**config.mk**
```make
export PLATFORM = sky130hd
export DESIGN_NAME = smoke_decision_filter
export DESIGN_NICKNAME = d
export VERILOG_FILES = /design/src/shared/smoke_filter_pkg.sv /design/src/verilog/smoke_decision_filter.sv
export SDC_FILE = /design/constraint.sdc
export NUM_CORES = 2
export LEC_CHECK = 0
export CAP_MARGIN = 15
export CORE_ASPECT_RATIO = 2
export CORE_UTILIZATION = 45
export DETAILED_ROUTE_END_ITERATION = 12
export DONT_BUFFER_PORTS = 1
export PLACE_DENSITY = 0.69
export SKIP_LAST_GASP = 1
export SLEW_MARGIN = 30
export SYNTH_ARGS = -nofsm -noshare
export SYNTH_HDL_FRONTEND = slang
export SYNTH_SLANG_ARGS = --single-unit
export TNS_END_PERCENT = 30
```
**constraint.sdc**
```tcl
create_clock -name i_clk -period 67.2 [get_ports i_clk]
set_clock_uncertainty 0.1 [all_clocks]
set_input_delay 0 -clock i_clk [delete_from_list [all_inputs] [get_ports i_clk]]
set_output_delay 0 -clock i_clk [all_outputs]
set_load 0.01 [all_outputs]
```
**src/shared/smoke_filter_pkg.sv**
```systemverilog
// Constants and types for the per-detector smoke decision filter.
// Assumes one clock at 10 MHz and detectors polled one at a time.
package smoke_filter_pkg;

    // Clock and timer bases
    localparam longint unsigned CLK_HZ = 64'd10000000;
    localparam longint unsigned MINUTE_S = 64'd60;
    localparam longint unsigned MINUTE_CYCLES = MINUTE_S * CLK_HZ;
    localparam int unsigned SMOULDER_ARM_MIN = 7;
    localparam int unsigned SMOULDER_FIRST_MIN = 90;
    localparam int unsigned SMOULDER_SECOND_MIN = 120;
    localparam int MIN_W = 8;

    // Algorithm code: bit 2 = slow detection time, bits 1:0 = sensitivity
    localparam int ALG_W = 3;
    localparam int ALG_SLOW_BIT = 2;
    localparam logic [1:0] SENS_HIGH = 2'h0;
    localparam logic [1:0] SENS_NORMAL = 2'h1;
    localparam logic [1:0] SENS_LOW = 2'h2;
    localparam logic [ALG_W-1:0] ALG_DEFAULT = 3'h1;

    // Step values, first and second detector family
    localparam int STEP_W = 4;
    localparam logic [STEP_W-1:0] STEP_A_HIGH = 4'h4;
    localparam logic [STEP_W-1:0] STEP_A_NORMAL = 4'h5;
    localparam logic [STEP_W-1:0] STEP_A_LOW = 4'h6;
    localparam logic [STEP_W-1:0] STEP_A_SLOW = 4'h2;
    localparam logic [STEP_W-1:0] STEP_B_HIGH = 4'h8;
    localparam logic [STEP_W-1:0] STEP_B_NORMAL = 4'hA;
    localparam logic [STEP_W-1:0] STEP_B_LOW = 4'hC;
    localparam logic [STEP_W-1:0] STEP_B_SLOW = 4'h4;

    // Performance factor ceiling, units of 0.01 %/m
    localparam int PERF_W = 8;
    localparam logic [PERF_W-1:0] PERF_MAX = 8'hFF;

    // Smouldering phases and controller states
    typedef enum logic [1:0] {
        SM_IDLE,
        SM_ARMED,
        SM_LOWER1,
        SM_LOWER2
    } smoulder_t;

    typedef enum logic [0:0] {
        ST_RUN,
        ST_SCAN
    } ctrl_state_t;

endpackage

```
**src/verilog/smoke_decision_filter.sv**
```systemverilog
// Per-detector decision filter, alarm compare, smouldering timer, daily factor.
// Assumes samples, config and midnight strobe come from logic on i_clk.
`timescale 1ns/1ps
module smoke_decision_filter
    import smoke_filter_pkg::*;
#(
    parameter int N_DET = 16,
    parameter int IDX_W = 4,
    parameter int SW = 10,
    parameter int CNT_W = 16,
    parameter longint unsigned MIN_CYCLES = MINUTE_CYCLES
) (
    // Clock and reset
    input wire logic i_clk,
    input wire logic i_rst,
    // Per-detector algorithm configuration
    input wire logic i_cfg_we,
    input wire logic [IDX_W-1:0] i_cfg_idx,
    input wire logic [ALG_W-1:0] i_cfg_alg,
    input wire logic [ALG_W-1:0] i_cfg_alt_alg,
    input wire logic i_cfg_family,
    // System offsets
    input wire logic [SW-1:0] i_fire_offset,
    input wire logic [SW-1:0] i_prewarn_offset,
    input wire logic [SW-1:0] i_smoulder_offset,
    input wire logic i_time_channel,
    // Polled samples
    input wire logic i_sample_valid,
    input wire logic [IDX_W-1:0] i_sample_idx,
    input wire logic [SW-1:0] i_sample,
    input wire logic [SW-1:0] i_week_avg,
    output logic o_sample_ready,
    // Midnight strobe
    input wire logic i_midnight,
    // Per-poll results
    output logic o_result_valid,
    output logic [IDX_W-1:0] o_result_idx,
    output logic [SW-1:0] o_decision,
    output logic o_prewarn,
    output logic o_fire,
    output logic [1:0] o_smoulder_phase,
    // Daily performance factor
    output logic o_perf_valid,
    output logic [IDX_W-1:0] o_perf_idx,
    output logic [PERF_W-1:0] o_perf
);

    localparam int TW = SW + 2;
    localparam int SUM_W = SW + CNT_W;

    typedef struct packed {
        ctrl_state_t st;
        logic [IDX_W-1:0] scan;
        logic [63:0] cyc;
        logic [MIN_W-1:0] minute;
        logic res_valid;
        logic [IDX_W-1:0] res_idx;
        logic [SW-1:0] dec;
        logic pre;
        logic fire;
        logic [1:0] phase;
        logic perf_valid;
        logic [IDX_W-1:0] perf_idx;
        logic [PERF_W-1:0] perf;
    } ctrl_t;

    ctrl_t s_q, s_d;

    // Per-detector memories
    logic [SW-1:0] dec_mem [N_DET];
    smoulder_t phase_mem [N_DET];
    logic [MIN_W-1:0] start_mem [N_DET];
    logic [ALG_W-1:0] alg_mem [N_DET];
    logic [ALG_W-1:0] alt_mem [N_DET];
    logic fam_mem [N_DET];
    logic [SUM_W-1:0] sum_mem [N_DET];
    logic [CNT_W-1:0] cnt_mem [N_DET];

    // Working values for the detector being polled or scanned
    logic take;
    logic [ALG_W-1:0] alg;
    logic [STEP_W-1:0] step;
    logic [SW-1:0] cur, dec_new, diff;
    logic [TW-1:0] smo_lvl, pre_lvl, fire_lvl, pre_in, fire_in;
    smoulder_t ph_new;
    logic [MIN_W-1:0] elapsed, start_new;
    logic [SW-1:0] dev;
    logic [SUM_W-1:0] sum_div;
    logic [SUM_W-1:0] quot;

    ////////////////////////////////////////////////////////////////////////
    // Handshake: polls refused while the midnight scan owns the memories
    assign o_sample_ready = (s_q.st == ST_RUN) && !i_midnight;
    assign take = i_sample_valid && o_sample_ready;

    ////////////////////////////////////////////////////////////////////////
    // Step value from the algorithm in force
    always_comb begin
        alg = i_time_channel ? alt_mem[i_sample_idx] : alg_mem[i_sample_idx];
        if (alg[ALG_SLOW_BIT]) begin
            step = fam_mem[i_sample_idx] ? STEP_B_SLOW : STEP_A_SLOW;
        end else begin
            case (alg[1:0])
                SENS_HIGH: step = fam_mem[i_sample_idx] ? STEP_B_HIGH : STEP_A_HIGH;
                SENS_LOW: step = fam_mem[i_sample_idx] ? STEP_B_LOW : STEP_A_LOW;
                default: step = fam_mem[i_sample_idx] ? STEP_B_NORMAL : STEP_A_NORMAL;
            endcase
        end
    end

    ////////////////////////////////////////////////////////////////////////
    // Slew-limited decision value
    always_comb begin
        cur = dec_mem[i_sample_idx];
        diff = (i_sample >= cur) ? i_sample - cur : cur - i_sample;
        if (diff <= SW'(step)) begin
            dec_new = i_sample;
        end else if (i_sample > cur) begin
            dec_new = cur + SW'(step);
        end else begin
            dec_new = cur - SW'(step);
        end
    end

    ////////////////////////////////////////////////////////////////////////
    // Thresholds track the week average; widened so sums never wrap
    always_comb begin
        smo_lvl = TW'(i_week_avg) + TW'(i_smoulder_offset);
        pre_lvl = TW'(i_week_avg) + TW'(i_prewarn_offset);
        fire_lvl = TW'(i_week_avg) + TW'(i_fire_offset);
        case (phase_mem[i_sample_idx])
            SM_LOWER1: begin
                pre_in = TW'((pre_lvl + smo_lvl) >> 1);
                fire_in = TW'((fire_lvl + pre_lvl) >> 1);
            end
            SM_LOWER2: begin
                pre_in = smo_lvl;
                fire_in = pre_lvl;
            end
            default: begin
                pre_in = pre_lvl;
                fire_in = fire_lvl;
            end
        endcase
    end

    ////////////////////////////////////////////////////////////////////////
    // Smouldering sequencer, stepped only when this detector is polled
    always_comb begin
        elapsed = s_q.minute - start_mem[i_sample_idx];
        ph_new = phase_mem[i_sample_idx];
        start_new = start_mem[i_sample_idx];
        if (TW'(dec_new) <= smo_lvl) begin
            ph_new = SM_IDLE;
        end else begin
            case (phase_mem[i_sample_idx])
                SM_IDLE: begin
                    ph_new = SM_ARMED;
                    start_new = s_q.minute;
                end
                SM_ARMED: begin
                    if (elapsed >= MIN_W'(SMOULDER_ARM_MIN)) begin
                        ph_new = SM_LOWER1;
                        start_new = s_q.minute;
                    end
                end
                SM_LOWER1: begin
                    if (elapsed >= MIN_W'(SMOULDER_FIRST_MIN)) begin
                        if (TW'(dec_new) >= pre_in && TW'(dec_new) < fire_in) begin
                            ph_new = SM_LOWER2;
                            start_new = s_q.minute;
                        end else if (TW'(dec_new) < pre_in) begin
                            ph_new = SM_IDLE;
                        end
                    end
                end
                SM_LOWER2: begin
                    if (elapsed >= MIN_W'(SMOULDER_SECOND_MIN)
                            && TW'(dec_new) < fire_in) begin
                        ph_new = SM_IDLE;
                    end
                end
                default: ph_new = SM_IDLE;
            endcase
        end
    end

    ////////////////////////////////////////////////////////////////////////
    // Deviation from week average and midnight mean
    always_comb begin
        dev = (i_sample >= i_week_avg) ? i_sample - i_week_avg : i_week_avg - i_sample;
        sum_div = (cnt_mem[s_q.scan] == '0) ? '0 : SUM_W'(cnt_mem[s_q.scan]);
        quot = (sum_div == '0) ? '0 : sum_mem[s_q.scan] / sum_div;
    end

    ////////////////////////////////////////////////////////////////////////
    // Control state and registered outputs
    always_comb begin
        s_d = s_q;
        s_d.res_valid = 1'b0;
        s_d.perf_valid = 1'b0;
        // Free-running minute base shared by all detector timers
        if (s_q.cyc >= MIN_CYCLES - 64'd1) begin
            s_d.cyc = '0;
            s_d.minute = s_q.minute + MIN_W'(1);
        end else begin
            s_d.cyc = s_q.cyc + 64'd1;
        end
        if (take) begin
            s_d.res_valid = 1'b1;
            s_d.res_idx = i_sample_idx;
            s_d.dec = dec_new;
            s_d.pre = TW'(dec_new) >= pre_in;
            s_d.fire = TW'(dec_new) >= fire_in;
            s_d.phase = ph_new;
        end
        case (s_q.st)
            ST_RUN: begin
                if (i_midnight) begin
                    s_d.st = ST_SCAN;
                    s_d.scan = '0;
                end
            end
            ST_SCAN: begin
                s_d.perf_valid = 1'b1;
                s_d.perf_idx = s_q.scan;
                s_d.perf = (quot > SUM_W'(PERF_MAX)) ? PERF_MAX : PERF_W'(quot);
                s_d.scan = s_q.scan + IDX_W'(1);
                if (s_q.scan == IDX_W'(N_DET - 1)) begin
                    s_d.st = ST_RUN;
                end
            end
            default: s_d.st = ST_RUN;
        endcase
    end

    always_ff @(posedge i_clk or posedge i_rst) begin
        if (i_rst) begin
            s_q <= '0;
        end else begin
            s_q <= s_d;
        end
    end

    ////////////////////////////////////////////////////////////////////////
    // Per-detector memories; reset puts every detector at a known start
    always_ff @(posedge i_clk or posedge i_rst) begin
        if (i_rst) begin
            for (int i = 0; i < N_DET; i++) begin
                dec_mem[i] <= '0;
                phase_mem[i] <= SM_IDLE;
                start_mem[i] <= '0;
                alg_mem[i] <= ALG_DEFAULT;
                alt_mem[i] <= ALG_DEFAULT;
                fam_mem[i] <= 1'b0;
                sum_mem[i] <= '0;
                cnt_mem[i] <= '0;
            end
        end else begin
            if (i_cfg_we) begin
                alg_mem[i_cfg_idx] <= i_cfg_alg;
                alt_mem[i_cfg_idx] <= i_cfg_alt_alg;
                fam_mem[i_cfg_idx] <= i_cfg_family;
            end
            if (take) begin
                dec_mem[i_sample_idx] <= dec_new;
                phase_mem[i_sample_idx] <= ph_new;
                start_mem[i_sample_idx] <= start_new;
                // Saturate so a missing midnight strobe cannot wrap the mean
                if (cnt_mem[i_sample_idx] != '1) begin
                    sum_mem[i_sample_idx] <= sum_mem[i_sample_idx] + SUM_W'(dev);
                    cnt_mem[i_sample_idx] <= cnt_mem[i_sample_idx] + CNT_W'(1);
                end
            end
            if (s_q.st == ST_SCAN) begin
                sum_mem[s_q.scan] <= '0;
                cnt_mem[s_q.scan] <= '0;
            end
        end
    end

    ////////////////////////////////////////////////////////////////////////
    // Outputs straight from flip-flops
    assign o_result_valid = s_q.res_valid;
    assign o_result_idx = s_q.res_idx;
    assign o_decision = s_q.dec;
    assign o_prewarn = s_q.pre;
    assign o_fire = s_q.fire;
    assign o_smoulder_phase = s_q.phase;
    assign o_perf_valid = s_q.perf_valid;
    assign o_perf_idx = s_q.perf_idx;
    assign o_perf = s_q.perf;

endmodule // smoke_decision_filter

```
Yosys cells after proc, flatten, opt, wreduce, memory -nomap -nowiden:

Index checks and enable logic that the tools add are counted.

* bits in registers: 1213
* output and inout bits: 33
* word-level logic and storage cells: 302

* add/subtract/negate cells: 17
* divide/modulo/power cells: 1
* magnitude comparators: 20
* eq/ne operators: 7
* multiplexer cells: 96
* bitwise operators: 8
* reduce and logical (&&, ||, !) cells: 12

Operators by type and width (count)
* 416-bit two-way mux: 3
* 256-bit two-way mux: 3
* 416-bit AND: 1
* 416-bit bitwise mux: 1
* 416-bit inverter: 1
* 256-bit AND: 1
* 256-bit bitwise mux: 1
* 256-bit inverter: 1
* 26-bit binary-select mux with 4-bit select: 2
* 26-bit demux with 4-bit select: 2
* 26-bit two-way mux: 7
* 160-bit bitwise mux: 1
* 16-bit binary-select mux with 4-bit select: 2
* 128-bit bitwise mux: 1
* 16-bit demux with 4-bit select: 2
* 16-bit two-way mux: 7
* 48-bit bitwise mux: 2
* 10-bit two-way mux: 7
* 64-bit by 1-bit adder with 64-bit output (second input constant): 1
* 64-bit by 30-bit greater-or-equal comparator with 1-bit output (second input constant): 1
* 64-bit two-way mux: 1
* 8-bit two-way mux: 8
* 11-bit one-hot mux with 2 select lines: 2
* 10-bit binary-select mux with 4-bit select: 1
* 56 further kinds: 102

Depth between registers and ports, before layout:

* depth in word-level cells: 18
* mapped depth: 351

Least setup slack after synthesis:

No wires, ideal clock.

* kind: reg-to-reg
* from: register s_q[104] (netlist bit)
* to: register s_q (netlist bit o_perf[0])
* library setup time: 0.124 ns
* arrival: 70.337 ns
* data required time: 66.976 ns
* slack: -3.360 ns
* stages on the path, launching flop included: 331
* buffers on the path: 41
* cells stage by stage: dfrtp_1 > buf_6 > buf_6 > buf_6 > buf_6 > buf_6 > buf_6 > buf_2 > buf_4 > buf_2 > clkbuf_1 > clkbuf_1 > clkbuf_1 > clkbuf_1 > mux4_2 > mux4_2 > inv_1 > ha_1 > [... 295 more ...] > o21ai_1 > ha_1 > nor2b_1 > o21ai_0 > nand2b_1 > a21oi_1 > nor2b_1 > o21ai_0 > nand2b_1 > a21oi_1 > nor2_1 > a211oi_1 > o21ai_0 > a21o_1 > a211oi_1 > and2_1 > o2111ai_1 > o31a_1

* cells in the longest elaborated chain, start to end: 10
* elaborated cells on any way between the ends: 14

Ends and longest elaborated chain
* start: declaration: RTL line smoke_decision_filter.sv:67 `ctrl_t s_q, s_d;`
* start signal: assignment: RTL line smoke_decision_filter.sv:239 `s_q <= '0;`
* start signal: assignment: RTL line smoke_decision_filter.sv:241 `s_q <= s_d;`
* 4-bit inverter with 5-bit output (implied by the code) (*): RTL line smoke_decision_filter.sv:192, smoke_decision_filter.sv:193
* 16-bit binary-select mux with 4-bit select: RTL line smoke_decision_filter.sv:192 `sum_div = (cnt_mem[s_q.scan] == '0) ? '0 : SUM_W'(cnt_mem[s_q.scan]);`
* 16-bit two-way mux (implied by the code) (2 in series): RTL line smoke_decision_filter.sv:192
* 16-bit logical NOT: RTL line smoke_decision_filter.sv:192
* 16-bit two-way mux: RTL line smoke_decision_filter.sv:192
* 26-bit by 26-bit divider with 26-bit output / 26-bit logical NOT (equally long branches): RTL line smoke_decision_filter.sv:193 `quot = (sum_div == '0) ? '0 : sum_mem[s_q.scan] / sum_div;`
* 26-bit two-way mux (*): RTL line smoke_decision_filter.sv:193
* 26-bit by 8-bit greater-than comparator with 1-bit output: RTL line smoke_decision_filter.sv:227 `s_d.perf = (quot > SUM_W'(PERF_MAX)) ? PERF_MAX : PERF_W'(quot);`
* 8-bit two-way mux (*): RTL line smoke_decision_filter.sv:227

Every way passes the cells marked *; elsewhere a longest branch is shown, timed or not. The select of a mux whose other input is x is not followed.
A chain may end at the register's enable or synchronous reset.

Worst setup path after layout:

Same ends and word-level chain as after synthesis.

==> impl_metrics.toml <==
[run_status]
status = "completed"

[timing]
min_period_ns = 63.85
relSlewSlack_pct = 19.5
finalHoldViolations = 0
final_max_slew_viol_count = 0
tns_ns = 0
finalSetupViolations = 0
finalCritPeriodShare_pct = 95.0
fmax_mhz = 15.7
tightest_slew_ns = 1.21

[synthesis]
yosysTopAreaCell = "dfrtp_1"
synthArstFlopShare_pct = 100
synth.cell_area_um2 = 81400
synth_top_cell_area_share_pct = 36.3
synth_cells = 8317
synth.distinct_cells = 109
synth-seq-cells = 1213
synth_warnings = 0
yosys-top-cells-area = "dfrtp_1, mux4_2, ha_1"
seq_area_frac_synth_pct = 37.4
syn_area_per_cell_um2 = 9.78
synth-main-ff-cell = "dfrtp_1"
synth-edff-count = 0

[floorplan]
die_y_um = 603
die_w_um = 303
die_area_um2 = 183000
ioPinCount = 104
initial_core_util_pct = 45.3
core_um2 = 179000
core.rowCount = 220

[layout]
fillers = 16100
layout.nets = 8805
drive_above_1_share_pct = 18.6
areaGrowthSynthToFinish_pct = 10.9

[placed_design]
gp_congestion = 1.01
io_buffers = 0
hpwl_um = 184000

[clock_network]
clockRootBuffer = "clkbuf_16"
clock_latency_ns = 0.78
numCtsBuffers = 110
cts.sinks = 1213
cts_buffer_depth = 3
clk_pin_slew_ns = 0.07
htreeDepth = 3
cts_tree = "done"

[routing]
wl_um = 293000
via_count = 69100
post_drt_wl_per_cell_um = 27.4
avgViaCountPerCell = 6.46
drc = 0
ant_nets = 0
dr.pass1.iters = 7
drt_iter0_drc = 6333

[critical_path]
critPathCaptureType = "flop"
cp_common_cell = "o21a_1"
crit_arrival_ns = 64.40
required_ns = 67.76
cp_max_fo = 29
reg2reg_slack_ns = 3.35
cp-start-kind = "flop"
crit_type = "reg -> reg"
slowest_delay_ns = 0.50
crit_slowest_cell = "mux4_2"

[worst_hold_path]
hp-class = "in -> reg"

[grt]
grt_pass1_wl_um = 436000
first_global_vias = 71300
grt_max_degree = 281
antenna_found_initial = 4
track_usage_pct = 32.0
overflow = 0

[run]
drv_cap = 0
[timing repair]
| item | 4_1_cts | 5_1_grt |
|---|---|---|
| hold buffers | 57 | 3 |
| endpoints found under the setup margin | 1 | 2 |
| buffers inserted | 0 | 45 |
| endpoints found under the hold margin | 1061 | 47 |
| cloned | 0 | 4 |
| gates resized for setup | 6 | 120 |
| pin swaps | 0 | 41 |
[cell usage in the layout (no fill, tap or decap), types with 29 or more instances in the layout]
cell type / netlist / routed
mux2i_1: 62 / 51
nor2b_1: 61 / 59
nand3_1: 64 / 59
inv_1: 192 / 190
a21o_1: 80 / 78
o21bai_1: 46 / 44
a21oi_1: 408 / 392
or3_1: 33 / 33
nand2b_1: 54 / 54
xnor2_1: 178 / 169
dfrtp_1: 1181 / 1177
nand2_1: 1091 / 1086
o21ai_0: 465 / 448
and2_1: 51 / 31
buf_4: 32 / 295
xor2_1: 90 / 75
dfstp_2: 32 / 32
nor2_1: 1080 / 1047
clkbuf_16: 0 / 111
nor3_1: 367 / 361
o31ai_1: 81 / 72
a211oi_1: 292 / 289
mux2_2: 198 / 198
o21a_1: 133 / 132
dlygate4sd3_1: 0 / 55
o211ai_1: 29 / 29
conb_1: 1 / 34
mux4_2: 537 / 537
ha_1: 454 / 454
nand4_1: 50 / 50
[routing by layer]
metal  routed length, um  global-route usage (%)  share of wire [%]
met5                   0                       0                  0
met3               25400                    6.54                8.7
met1               90400                    32.4                 31
met2              144000                    54.5                 49
met4               32900                    30.0                 11
[cell type report]
cell class | count | area [um^2] | share of cell area (%)
Inverter | 193 | 736 | 0.815
Sequential cell | 1213 | 30400 | 33.7
Clock inverter | 55 | 614 | 0.681
Multi-Input combinational cell | 6355 | 48900 | 54.2
Tap cell | 2331 | 2920 | 3.23
Clock buffer | 148 | 3140 | 3.48
Timing Repair Buffer | 395 | 3540 | 3.92
Antenna cell | 9 | 22.5 | 0.0250
[registers in the layout (all words and copies together), names as in the netlist, 2 cells and up]
name	count
o_perf	8
o_smoulder_phase	2
phase_mem	32
o_perf_idx	4
dec_mem	160
start_mem	128
o_decision	10
cnt_mem	256
alg_mem	48
alt_mem	48
o_result_idx	4
s_q	77
fam_mem	16
sum_mem	416
[cells in the mapped netlist (29+ instances only)]
master and number:
mux2i_1 62, ha_1 454, xnor2_1 178, dfstp_2 32
o211ai_1 29, a21oi_1 408, xor2_1 90, nand2_1 1091
inv_1 192, o21a_1 133, buf_4 32, mux2_2 198
nor2_1 1080, clkbuf_1 448, nor2b_1 61, mux4_2 537
dfrtp_1 1181, nand2b_1 54, and2_1 51, o21ai_0 465
buf_1 73, a211oi_1 292, o31ai_1 81, o21bai_1 46
nand4_1 50, nor3_1 367, or3_1 33, a21o_1 80
nand3_1 64
[final timing paths]
check / startpoint / endpoint / cells after the start
max: s_q[104]$_DFFE_PP0N_ / o_perf[0]$_DFFE_PP0P_ / 305
min: i_sample_idx[2] / sum_mem[293]$_DFF_PP0_ / 6
max reg2reg: s_q[104]$_DFFE_PP0N_ / o_perf[0]$_DFFE_PP0P_ / 305
min reg2reg: phase_mem[26]$_DFFE_PP0P_ / phase_mem[26]$_DFFE_PP0P_ / 2
max in group asynchronous: i_rst / alg_mem[8]$_DFFE_PP0P_ / 8
min in group asynchronous: i_rst / sum_mem[188]$_DFF_PP0_ / 4
[metrics by stage]
step | hold WS [ns] | cell area, um^2 | util [%] | worst slack [ns] | std cells
floorplan | -0.0357 | 81600 | - | 0.0906 | 8350
global placement | -0.0387 | 84400 | 47.0 | 0.623 | 10400
detailed placement | -0.0194 | 84600 | 47.2 | -0.574 | 10400
CTS | 0.00112 | 89000 | 49.6 | 0.152 | 10600
global route | 0.00523 | 90200 | 50.3 | -0.384 | 10700
finish | 0.00310 | 90200 | 50.3 | 3.35 | 10700
[worst max-delay path: cells and delay by family (launching register included)]
| family | cells | cell delay, ns |
|---|---|---|
| mux | 5 | 2.05 |
| fa+ha+maj | 25 | 7.81 |
| buf+inv | 16 | 2.78 |
| compound gates | 180 | 35.69 |
| flops | 1 | 0.43 |
| simple gates | 79 | 14.70 |
[kinds of logic (layout without fill, tap and decap cells)]
family                     count (synthesis)  count (layout)  synth area share [%]
and+or+nand+nor                         2987            2988                  15.8
AOI/OAI and AO/OA                       1793            1795                  14.2
DFF                                     1213            1213                  37.4
muxes                                    803             803                  18.5
buffers and inverters                    785             791                  3.92
adders and majority gates                466             466                  7.28
xor gates and xnor gates                 269             269                  2.91
other                                      1              43               0.00461
Power is left out: the tool's default activity adds up to more than one toggle a clock period on the data nets, which glitch-free logic cannot reach.
